$ cat src/common/dcbf_pkg.sv
// Shared constants and helper functions of the dual clock bidirectional buffer
package dcbf_pkg;

  // ----------------------------------------------------------------
  // Geometry
  // ----------------------------------------------------------------
  localparam int DATA_W = 36;
  localparam int DEPTH = 64;
  localparam int ADDR_W = 6;
  localparam int PTR_W = 7;
  localparam int BYTE_W = 9;
  localparam int NUM_BYTES = 4;
  localparam logic [PTR_W-1:0] DEPTH_CNT = 7'h40;

  // ----------------------------------------------------------------
  // Timing and reset values
  // ----------------------------------------------------------------
  localparam int CLK_PERIOD_NS = 5;
  localparam logic [PTR_W-1:0] PTR_RST = 7'h00;
  localparam logic [DATA_W-1:0] DATA_RST = 36'h0;
  localparam logic [1:0] AWAKE_RST = 2'h0;

  // ----------------------------------------------------------------
  // Preset flag offsets chosen by the two offset select inputs
  // ----------------------------------------------------------------
  localparam logic [PTR_W-1:0] OFFSET_SEL0 = 7'h10;
  localparam logic [PTR_W-1:0] OFFSET_SEL1 = 7'h0C;
  localparam logic [PTR_W-1:0] OFFSET_SEL2 = 7'h08;
  localparam logic [PTR_W-1:0] OFFSET_SEL3 = 7'h04;
  localparam logic [PTR_W-1:0] OFFSET_RST = 7'h10;

  // ----------------------------------------------------------------
  // Helper functions
  // ----------------------------------------------------------------
  // Binary to gray
  function automatic logic [PTR_W-1:0] dcbf_bin2gray(input logic [PTR_W-1:0] b);
    dcbf_bin2gray = b ^ (b >> 1);
  endfunction

  // Gray to binary
  function automatic logic [PTR_W-1:0] dcbf_gray2bin(input logic [PTR_W-1:0] g);
    logic [PTR_W-1:0] b;
    b = '0;
    b[PTR_W-1] = g[PTR_W-1];
    for (int i = PTR_W - 2; i >= 0; i--) begin
      b[i] = g[i] ^ b[i+1];
    end
    dcbf_gray2bin = b;
  endfunction

  // True when every byte of a word has the selected parity
  function automatic logic dcbf_parity_ok(input logic [DATA_W-1:0] w, input logic odd);
    logic ok;
    ok = 1'b1;
    for (int i = 0; i < NUM_BYTES; i++) begin
      if ((^w[i*BYTE_W +: BYTE_W]) != odd) begin
        ok = 1'b0;
      end
    end
    dcbf_parity_ok = ok;
  endfunction

  // Replace the top bit of each byte with generated parity
  function automatic logic [DATA_W-1:0] dcbf_parity_gen(input logic [DATA_W-1:0] w, input logic odd);
    logic [DATA_W-1:0] r;
    r = w;
    for (int i = 0; i < NUM_BYTES; i++) begin
      r[i*BYTE_W + BYTE_W - 1] = (^w[i*BYTE_W +: BYTE_W-1]) ^ odd;
    end
    dcbf_parity_gen = r;
  endfunction

  // Offset select decode
  function automatic logic [PTR_W-1:0] dcbf_offset(input logic [1:0] sel);
    logic [PTR_W-1:0] o;
    o = OFFSET_SEL0;
    case (sel)
      2'h0: o = OFFSET_SEL0;
      2'h1: o = OFFSET_SEL1;
      2'h2: o = OFFSET_SEL2;
      default: o = OFFSET_SEL3;
    endcase
    dcbf_offset = o;
  endfunction

endpackage

$ cat src/verilog/dcbf_skid.sv
// Two-entry buffer with valid and ready on both sides
`timescale 1ns/10ps
module dcbf_skid
  import dcbf_pkg::*;
#(
  parameter int WIDTH = DATA_W
) (
  input wire logic clk_in,
  input wire logic nrst_in,
  input wire logic in_valid_in,
  output logic in_ready_out,
  input wire logic [WIDTH-1:0] in_data_in,
  output logic out_valid_out,
  input wire logic out_ready_in,
  output logic [WIDTH-1:0] out_data_out
);

  // ----------------------------------------------------------------
  // Storage
  // ----------------------------------------------------------------
  logic [WIDTH-1:0] slot_r [2];
  logic wr_idx_r;
  logic rd_idx_r;
  logic [1:0] count_r;
  logic push;
  logic pop;

  // Handshake terms
  assign in_ready_out = (count_r != 2'h2);
  assign out_valid_out = (count_r != 2'h0);
  assign push = in_valid_in & in_ready_out;
  assign pop = out_valid_out & out_ready_in;
  assign out_data_out = slot_r[rd_idx_r];

  // Slot write
  always_ff @(posedge clk_in) begin
    if (push) begin
      slot_r[wr_idx_r] <= in_data_in;
    end
  end

  // Indices and occupancy
  always_ff @(posedge clk_in) begin
    if (!nrst_in) begin
      wr_idx_r <= 1'b0;
      rd_idx_r <= 1'b0;
      count_r <= 2'h0;
    end else begin
      if (push) begin
        wr_idx_r <= ~wr_idx_r;
      end
      if (pop) begin
        rd_idx_r <= ~rd_idx_r;
      end
      if (push && !pop) begin
        count_r <= count_r + 2'h1;
      end else if (pop && !push) begin
        count_r <= count_r - 2'h1;
      end
    end
  end

endmodule

$ cat src/verilog/dcbf_top.sv
// Dual clock bidirectional buffer: two queues, two mailboxes, flags and parity
//
// Behaviour
// Two 64x36 queues, one each direction
// Transfers only on qualified port clock rises
// Coincident write and read on one edge
// Full flags synchronized to writing port clock
// Empty flags synchronized to reading port clock
// Two 36-bit mailboxes bypass the queues
// Mail flag marks uncollected mailbox word
// Passive parity check on each port
// Optional per-port parity generation on reads
// Left almost-empty low at low fill
// Right almost-empty low at low fill
// Left almost-full low at little space
// Right almost-full low at little space
// 36-bit two-way data bus per port
// Transfers and flags update on clock rise
// Select low needed; else bus undriven
// Left empty low blocks left reads
// Left empty rises second edge after data
// Right empty low blocks right reads
// Right empty rises second edge after data
// Enable high also needed for transfers
// Full blocks writes, rises second edge
// Offset selects latched at reset release
// Mailbox write lowers flag, read raises
// Gray pointers cross between port domains
// Direction input picks write or read
`timescale 1ns/10ps
module dcbf_top
  import dcbf_pkg::*;
(
  input wire logic clk_in,
  input wire logic nrst_in,
  input wire logic offset_select_lo_in,
  input wire logic offset_select_hi_in,
  input wire logic odd_parity_in,
  input wire logic left_port_clock_in,
  input wire logic left_select_n_in,
  input wire logic left_transfer_enable_in,
  input wire logic left_write_in,
  input wire logic left_mailbox_select_in,
  input wire logic left_parity_gen_in,
  input wire logic [DATA_W-1:0] left_data_bus_in,
  output logic [DATA_W-1:0] left_data_bus_out,
  output logic left_data_bus_oe_out,
  output logic left_empty_n_out,
  output logic left_full_n_out,
  output logic left_almost_empty_n_out,
  output logic left_almost_full_n_out,
  output logic left_parity_error_n_out,
  input wire logic right_port_clock_in,
  input wire logic right_select_n_in,
  input wire logic right_transfer_enable_in,
  input wire logic right_write_in,
  input wire logic right_mailbox_select_in,
  input wire logic right_parity_gen_in,
  input wire logic [DATA_W-1:0] right_data_bus_in,
  output logic [DATA_W-1:0] right_data_bus_out,
  output logic right_data_bus_oe_out,
  output logic right_empty_n_out,
  output logic right_full_n_out,
  output logic right_almost_empty_n_out,
  output logic right_almost_full_n_out,
  output logic right_parity_error_n_out,
  output logic forward_mail_flag_n_out,
  output logic reverse_mail_flag_n_out
);

  // ----------------------------------------------------------------
  // Port signals gathered by index: 0 left, 1 right
  // ----------------------------------------------------------------
  logic [1:0] pclk;
  logic [1:0] sel_n;
  logic [1:0] en;
  logic [1:0] wr;
  logic [1:0] mb;
  logic [1:0] pg;
  logic [DATA_W-1:0] din [2];
  logic [1:0] pclk_prev_r;
  logic [1:0] pedge;
  logic [1:0] acc;
  logic [1:0] awake0_r;
  logic [1:0] awake1_r;
  logic [PTR_W-1:0] offset_r;
  logic nrst_d_r;
  // Per queue: 0 left to right queue, 1 right to left queue
  logic [1:0] q_full_n;
  logic [1:0] q_empty_n;
  logic [1:0] q_ae_n;
  logic [1:0] q_af_n;
  logic [1:0] q_push;
  logic [1:0] q_take;
  logic [DATA_W-1:0] q_head [2];
  // Per mailbox: index is the writing port
  logic [DATA_W-1:0] mail_r [2];
  logic [1:0] mail_flag_n_r;
  logic [DATA_W-1:0] dout_r [2];
  logic [1:0] perr_n_r;

  assign pclk = {right_port_clock_in, left_port_clock_in};
  assign sel_n = {right_select_n_in, left_select_n_in};
  assign en = {right_transfer_enable_in, left_transfer_enable_in};
  assign wr = {right_write_in, left_write_in};
  assign mb = {right_mailbox_select_in, left_mailbox_select_in};
  assign pg = {right_parity_gen_in, left_parity_gen_in};
  assign din[0] = left_data_bus_in;
  assign din[1] = right_data_bus_in;

  // ----------------------------------------------------------------
  // Port clock edges and access qualification
  // ----------------------------------------------------------------
  // Previous port clock level for rise detection
  always_ff @(posedge clk_in) begin
    if (!nrst_in) begin
      pclk_prev_r <= 2'h3;
    end else begin
      pclk_prev_r <= pclk;
    end
  end

  // rising edge pulse
  assign pedge = pclk & ~pclk_prev_r;
  // select low and enable high
  assign acc = pedge & ~sel_n & en;

  // Wake-up shift, full flags stay low for two edges after reset
  always_ff @(posedge clk_in) begin
    if (!nrst_in) begin
      awake0_r <= AWAKE_RST;
      awake1_r <= AWAKE_RST;
    end else begin
      awake0_r <= awake0_r | pedge;
      awake1_r <= awake1_r | (pedge & awake0_r);
    end
  end

  // latch offset select at reset release
  always_ff @(posedge clk_in) begin
    if (!nrst_in) begin
      nrst_d_r <= 1'b0;
      offset_r <= OFFSET_RST;
    end else begin
      nrst_d_r <= 1'b1;
      if (!nrst_d_r) begin
        offset_r <= dcbf_offset({offset_select_hi_in, offset_select_lo_in});
      end
    end
  end

  // ----------------------------------------------------------------
  // Queues, one per direction
  // ----------------------------------------------------------------
  for (genvar d = 0; d < 2; d++) begin : g_queue
    localparam int W = d;
    localparam int R = 1 - d;
    // queue storage
    logic [DATA_W-1:0] mem [DEPTH];
    logic [PTR_W-1:0] wptr_r;
    logic [PTR_W-1:0] wgray_r;
    logic [PTR_W-1:0] rptr_r;
    logic [PTR_W-1:0] rgray_r;
    logic [PTR_W-1:0] rsync1_r;
    logic [PTR_W-1:0] rsync2_r;
    logic [PTR_W-1:0] wsync1_r;
    logic [PTR_W-1:0] wsync2_r;
    logic [PTR_W-1:0] used_w;
    logic [PTR_W-1:0] free_w;
    logic [PTR_W-1:0] used_r;
    logic arr_full;
    logic buf_ready;
    logic buf_valid;
    logic [DATA_W-1:0] buf_data;
    logic drain;
    logic [PTR_W-1:0] wptr_nxt;
    logic [PTR_W-1:0] rptr_nxt;

    // Two-entry buffer between the writing port and the array
    dcbf_skid #(
      .WIDTH(DATA_W)
    ) u_skid (
      .clk_in(clk_in),
      .nrst_in(nrst_in),
      .in_valid_in(q_push[d]),
      .in_ready_out(buf_ready),
      .in_data_in(din[W]),
      .out_valid_out(buf_valid),
      .out_ready_in(~arr_full),
      .out_data_out(buf_data)
    );

    // Writer side occupancy from synced read pointer
    assign used_w = wptr_r - dcbf_gray2bin(rsync2_r);
    assign free_w = DEPTH_CNT - used_w;
    assign arr_full = (used_w == DEPTH_CNT);
    assign drain = buf_valid & ~arr_full;
    assign wptr_nxt = wptr_r + 7'h01;
    // full blocks writes, low until second edge
    assign q_full_n[d] = awake1_r[W] & ~arr_full & buf_ready;
    // write path independent of read path
    assign q_push[d] = acc[W] & wr[W] & ~mb[W] & q_full_n[d];
    // almost full on free space
    assign q_af_n[d] = (free_w > offset_r);

    // Reader side occupancy from synced write pointer
    assign used_r = dcbf_gray2bin(wsync2_r) - rptr_r;
    // empty from reader domain registers
    assign q_empty_n[d] = (wsync2_r != rgray_r);
    // almost empty on fill level
    assign q_ae_n[d] = (used_r > offset_r);
    // R19 reads blocked while empty
    assign q_take[d] = acc[R] & ~wr[R] & ~mb[R] & q_empty_n[d];
    assign q_head[d] = mem[rptr_r[ADDR_W-1:0]];
    assign rptr_nxt = rptr_r + 7'h01;

    // Array write
    always_ff @(posedge clk_in) begin
      if (drain) begin
        mem[wptr_r[ADDR_W-1:0]] <= buf_data;
      end
    end

    // write pointer in binary and gray
    always_ff @(posedge clk_in) begin
      if (!nrst_in) begin
        wptr_r <= PTR_RST;
        wgray_r <= PTR_RST;
      end else if (drain) begin
        wptr_r <= wptr_nxt;
        wgray_r <= dcbf_bin2gray(wptr_nxt);
      end
    end

    // read pointer in binary and gray
    always_ff @(posedge clk_in) begin
      if (!nrst_in) begin
        rptr_r <= PTR_RST;
        rgray_r <= PTR_RST;
      end else if (q_take[d]) begin
        rptr_r <= rptr_nxt;
        rgray_r <= dcbf_bin2gray(rptr_nxt);
      end
    end

    // read pointer into writer domain, two stages
    always_ff @(posedge clk_in) begin
      if (!nrst_in) begin
        rsync1_r <= PTR_RST;
        rsync2_r <= PTR_RST;
      end else if (pedge[W]) begin
        rsync1_r <= rgray_r;
        rsync2_r <= rsync1_r;
      end
    end

    // write pointer into reader domain, two stages
    always_ff @(posedge clk_in) begin
      if (!nrst_in) begin
        wsync1_r <= PTR_RST;
        wsync2_r <= PTR_RST;
      end else if (pedge[R]) begin
        wsync1_r <= wgray_r;
        wsync2_r <= wsync1_r;
      end
    end
  end

  // ----------------------------------------------------------------
  // Mailboxes, output registers and parity per port
  // ----------------------------------------------------------------
  for (genvar p = 0; p < 2; p++) begin : g_port
    localparam int O = 1 - p;
    logic mail_wr;
    logic mail_rd;

    // mailbox write when flag shows it collected
    assign mail_wr = acc[p] & wr[p] & mb[p] & mail_flag_n_r[p];
    // direction low reads the other mailbox
    assign mail_rd = acc[O] & ~wr[O] & mb[O];

    // Mailbox data
    always_ff @(posedge clk_in) begin
      if (!nrst_in) begin
        mail_r[p] <= DATA_RST;
      end else if (mail_wr) begin
        mail_r[p] <= din[p];
      end
    end

    // new mail flag, write wins over collect
    always_ff @(posedge clk_in) begin
      if (!nrst_in) begin
        mail_flag_n_r[p] <= 1'b1;
      end else if (mail_wr) begin
        mail_flag_n_r[p] <= 1'b0;
      end else if (mail_rd) begin
        mail_flag_n_r[p] <= 1'b1;
      end
    end

    // output register with optional parity generation
    always_ff @(posedge clk_in) begin
      if (!nrst_in) begin
        dout_r[p] <= DATA_RST;
      end else if (q_take[O]) begin
        dout_r[p] <= pg[p] ? dcbf_parity_gen(q_head[O], odd_parity_in) : q_head[O];
      end else if (acc[p] && !wr[p] && mb[p]) begin
        dout_r[p] <= pg[p] ? dcbf_parity_gen(mail_r[O], odd_parity_in) : mail_r[O];
      end
    end

    // passive check, forced high on generating mailbox read
    always_ff @(posedge clk_in) begin
      if (!nrst_in) begin
        perr_n_r[p] <= 1'b1;
      end else if (!wr[p] && mb[p] && pg[p]) begin
        perr_n_r[p] <= 1'b1;
      end else begin
        perr_n_r[p] <= dcbf_parity_ok(din[p], odd_parity_in);
      end
    end
  end

  // ----------------------------------------------------------------
  // Outputs
  // ----------------------------------------------------------------
  // drive bus only when selected and reading
  assign left_data_bus_out = dout_r[0];
  assign left_data_bus_oe_out = ~left_select_n_in & ~left_write_in;
  assign right_data_bus_out = dout_r[1];
  assign right_data_bus_oe_out = ~right_select_n_in & ~right_write_in;

  // Port flags from their own port's registers, except the mail flags, set by one port and cleared by the other
  assign left_empty_n_out = q_empty_n[1];
  assign left_almost_empty_n_out = q_ae_n[1];
  assign left_full_n_out = q_full_n[0];
  assign left_almost_full_n_out = q_af_n[0];
  assign right_empty_n_out = q_empty_n[0];
  assign right_almost_empty_n_out = q_ae_n[0];
  assign right_full_n_out = q_full_n[1];
  assign right_almost_full_n_out = q_af_n[1];
  assign left_parity_error_n_out = perr_n_r[0];
  assign right_parity_error_n_out = perr_n_r[1];
  assign forward_mail_flag_n_out = mail_flag_n_r[0];
  assign reverse_mail_flag_n_out = mail_flag_n_r[1];

endmodule
$ cat config.mk
export PLATFORM = sky130hd
export DESIGN_NAME = dcbf_top
export DESIGN_NICKNAME = d
export VERILOG_FILES = /design/src/common/dcbf_pkg.sv /design/src/verilog/dcbf_skid.sv /design/src/verilog/dcbf_top.sv
export SDC_FILE = /design/constraint.sdc
export NUM_CORES = 2
export LEC_CHECK = 0
export BUFFER_PORTS_ARGS = -buffer_cell sky130_fd_sc_hd__buf_4
export CELL_PAD_IN_SITES_DETAIL_PLACEMENT = 1
export CELL_PAD_IN_SITES_GLOBAL_PLACEMENT = 1
export CORE_MARGIN = 2
export CORE_UTILIZATION = 25
export DETAILED_ROUTE_END_ITERATION = 10
export GPL_TIMING_DRIVEN = 0
export PLACE_DENSITY = 0.54
export SLEW_MARGIN = 15
export SYNTH_ARGS = -nofsm -noshare
export SYNTH_HDL_FRONTEND = slang
export SYNTH_MEMORY_MAX_BITS = 65536
export SYNTH_SLANG_ARGS = --single-unit
$ cat constraint.sdc
create_clock -name clk_in -period 9.5 [get_ports clk_in]
set_input_delay 0 -clock clk_in [delete_from_list [all_inputs] [get_ports clk_in]]
set_output_delay 0 -clock clk_in [all_outputs]
set_load 0.02 [all_outputs]
==> summary.txt <==
Critical path
  – Crit path kind: reg2reg
  – CP startpoint kind: register
  – Register-to-register setup slack: 1.93 ns
  – Maximum fanout along the worst path: 10
  – Worst EP required: 10.25 ns
  – Critical-path top delay cell: nor4_2
  – R2r worst-path depth: 24
  – CP arrival: 8.33 ns
  – Cells along the critical path: xnor2_1 -> xor2_1 -> xor2_1 -> xor2_1 -> xor2_1 -> xnor2_1 -> ha_1 -> fa_1 -> nor2b_1 -> o21ai_0 -> a21boi_0 -> o21ai_0 -> a21oi_1 -> nor3_1 -> a21oi_1 -> clkinv_1 -> clkbuf_1 -> nor4_2 -> buf_2 -> buf_2 -> buf_2 -> buf_2 -> buf_4 -> buf_4
  – Crit path largest cell delay: 0.82 ns
  – Critical Path End Type: register
  – CP startpoint: g_queue[0].rsync2_r[6]$_SDFFE_PN0P_
  – R2r endpoint: g_queue[0].mem[8][13]$_DFFE_PP_
  – Reg2reg start: g_queue[0].rsync2_r[6]$_SDFFE_PN0P_

Yosys
  – Number of enable flip-flop cells after synthesis: 4,896
  – Largest area contributor in the netlist: edfxtp_1
  – Ys Warns: 0
  – Top cells by area, synth: edfxtp_1, mux4_2, dfxtp_1
  – Main synth FF type: edfxtp_1
  – Syn Inst Count: 8,896
  – Post-synth top area share: 0.7504
  – Cell Area, Synth: 0.1959 sq mm
  – Post-synthesis xor/xnor area fraction: 0.01467
  – Mux cell area share after synthesis: 0.1618
  – Synth Area in Compound Gates: 0.02023
  – Post-Synth Simple-Gate Area: 0.02046
  – Most frequent cell after synthesis: edfxtp_1
  – Sequential area share after synthesis: 0.7651
  – Mapped Avg Cell Area: 22.02 sq um
  – Count of state elements after synthesis: 5,040
  – Adder-cell share of the synthesized area: 0.003283
  – Post-synth ARST share: 0
  – Post-synth cell types: 72
  – Synthesized net count: 9,034
  – Commonest cells post-synth: edfxtp_1, mux4_2, nand2_1, xnor2_1, clkbuf_1
  – Combinational family with the most area after synthesis: multiplexers

STA
  – Peak Freq: 0.1320 GHz
  – Layout Skew: 0.06000 ns
  – Tcrit/Tclk final: 0.7974
  – RSZ-0062 raised after global routing: false
  – Setup TNS: 0 ns
  – Worst Max-Slew Pin Slew: 1.353 ns
  – Final Hold Viols: 2
  – Count of pins over their slew limit: 0
  – # setup viols final: 0
  – Min cycle time layout: 7.575 ns
  – WHS: -0.02298 ns
  – Max-slew headroom: 0.09804

GRT
  – Global-route wire length before repair: 1016 mm
  – M3 GR Usage: 0.03283
  – Vias in the first global route: 107,906
  – Gr ovfl total: 0
  – M1 GR Usage: 0.2617
  – Gr usage total: 0.1880
  – Initial antenna violation count: 75
  – Gr busiest metal: met2
  – Met2 Track Usage GR: 0.3010
  – Largest net degree at the start of global routing: 65

Clocking
  – H-tree depth: 6
  – Clk Latency, worst-skew pair: 1.10 ns
  – Clock root buffer: clkbuf_16
  – CTS sink count: 5,040
  – CTS tree: done
  – CTS resizes: 0
  – CTS clk-pin slew, worst paths: 0.06 ns
  – TritonCTS buffer count: 521
  – CTS Buffer Depth: 4

Floorplan
  – Core Area: 0.7820 sq mm
  – Die area: 0.7908 sq mm
  – FP Rows: 325
  – Initial Utilization: 0.2505
  – Die width: 889.3 um
  – I/O pin total: 175
  – Die H: 889.3 um

Power
  – P_int: 37.88 mW
  – Pwr dens: 208.6 mW/mm^2
  – Switching share of power: 0.2440
  – Clock share of power: 0.404
  – VDD IR max: 0.1596 mV
  – Net switching power: 12.22 mW
  – Leak pwr: 75.17 nW
  – Sequential Power Share: 0.510
  – Combinational power share: 0.086

Drt
  – Final wirelength: 766.7 mm
  – Number of routed nets with antenna violations: 0
  – Via-per-instance ratio: 5.070
  – Routed vias: 110,384
  – 1st-iter DRT viols: 16,476
  – Drc violations: 0
  – WL per Instance: 35.21 um
  – First-pass iteration count of the detailed router: 7

Run status
  – Failing checks: negative hold slack
  – Run status: finished, violations left

Layout
  – Share of layout cells above drive strength 1: 0.3397
  – Non-Filler Instances: 21,772
  – Layout net count: 11,018
  – P&R area growth vs syn: 22.58%

Worst hold path
  – Class of the most critical hold timing path: in2reg
  – WHS Path Cells: 2
  – Min-delay src: right_data_bus_in[31]
  – Worst Hold End: g_queue[1].u_skid.slot_r[0][31]$_DFFE_PP_

Job
  – Max cap viols: 0

Place
  – PortBufs: 173
  – Inst Count DP: 20,660
  – DP HPWL: 561.1 mm
  – RD Place Congestion: 0.7860
==> metrics by stage <==
stage / util / power, mW / hold WS [ns] / cell area, sq um / worst slack [ns]
2_1_floorplan: - / 28.03 / 0.02772 / 195900 / 1.690
3_3_place_gp: 0.2689 / 29.64 / 0.2062 / 210300 / -11.00
3_5_place_dp: 0.2841 / 30.22 / 0.2146 / 222200 / 2.031
4_1_cts: 0.3068 / 50.26 / 0.006426 / 239900 / 1.980
5_1_grt: 0.3071 / 51.33 / 0.03038 / 240100 / 1.424
6_report: 0.3071 / 50.10 / -0.02298 / 240200 / 1.925
==> flip-flops by register name, indices dropped and copies added, names as in the netlist, 3 cells and up, named ones only <==
signal                  count
g_queue.u_skid.slot_r     144
g_queue.wsync1_r           14
g_queue.wptr_r             14
g_queue.wgray_r            12
g_queue.mem              4608
g_queue.rsync1_r           14
g_queue.rsync2_r           14
offset_r                    3
g_queue.rptr_r             14
g_queue.u_skid.count_r      4
mail_r                     72
g_queue.rgray_r            12
dout_r                     72
g_queue.wsync2_r           14
==> metal layers <==
layer | up-vias | part of all wire
li1 | 41360 | -
met1 | 61691 | 0.41
met2 | 6149 | 0.47
met3 | 1162 | 0.088
met4 | 22 | 0.036
met5 | - | 0.00019
==> cell type report <==
type / instances / area [sq um]
tap: 10464 / 13090
multi-input combinational: 3312 / 44360
clock buffer: 672 / 13860
fill: 79100 / 541800
antenna: 23 / 57.56
timing repair buffer: 1461 / 13700
sequential: 5040 / 149900
inverter: 55 / 206.4
buffer: 489 / 2690
clock inverter: 256 / 2292
==> worst max-delay path by stage <==
stage                                                  end  cells after the start
after floorplan            g_queue[1].mem[48][0]$_DFFE_PP_                     19
after global placement    g_queue[1].mem[56][26]$_DFFE_PP_                     18
after detailed placement  g_queue[1].mem[43][17]$_DFFE_PP_                     25
after CTS                  g_queue[0].mem[8][13]$_DFFE_PP_                     24
after global routing       g_queue[0].mem[8][13]$_DFFE_PP_                     24
final                      g_queue[0].mem[8][13]$_DFFE_PP_                     24
==> timing repair <==
action / 4_1_cts / 5_1_grt
hold endpoints to repair: 472 / 0
buffers inserted: 0 / 0
hold buffers: 159 / 0
==> power by group through the flow <==
stage | logic, mW | clock network, mW | registers [mW]
after floorplan | 2.00 | 0 | 26.0
after global placement | 3.54 | 0 | 26.1
after CTS | 4.22 | 20.4 | 25.6
final | 4.31 | 20.2 | 25.6
after detailed placement | 4.15 | 0 | 26.1
after global routing | 4.50 | 21.2 | 25.6
==> layout by cell type (no fill, tap or decap), types with 63 or more instances in the layout <==
master,count
a21oi_1,164
a22oi_1,176
buf_12,120
buf_2,401
buf_4,814
buf_6,136
clkbuf_1,313
clkbuf_16,529
clkinv_1,105
clkinv_2,63
dfxtp_1,144
dlygate4sd3_1,159
edfxtp_1,4896
mux2i_1,112
mux4_2,1302
nand2_1,273
nor2_1,153
o21ai_0,72
xnor2_1,217
xor2_1,81
==> critical path, delay by kind of cell, from the launching register on <==
family	cells	cell delay (ns)
buffers and inverters	8	2.28
XOR/XNOR	6	1.61
AO/OA/AOI/OAI	5	1.20
AND/OR/NAND/NOR	3	1.09
adder cells (fa/ha/maj)	2	0.66
flip-flops	1	0.34
==> cell families (layout without fill, tap and decap cells) <==
family	count (synthesis)	in the layout
flops	5040	5040
mux	1512	1512
simple gates	844	844
compound gates	597	597
buf+inv	544	2933
xor+xnor	310	310
fa+ha+maj	49	49
other cells	0	23
(Power assumes the default switching activity.)
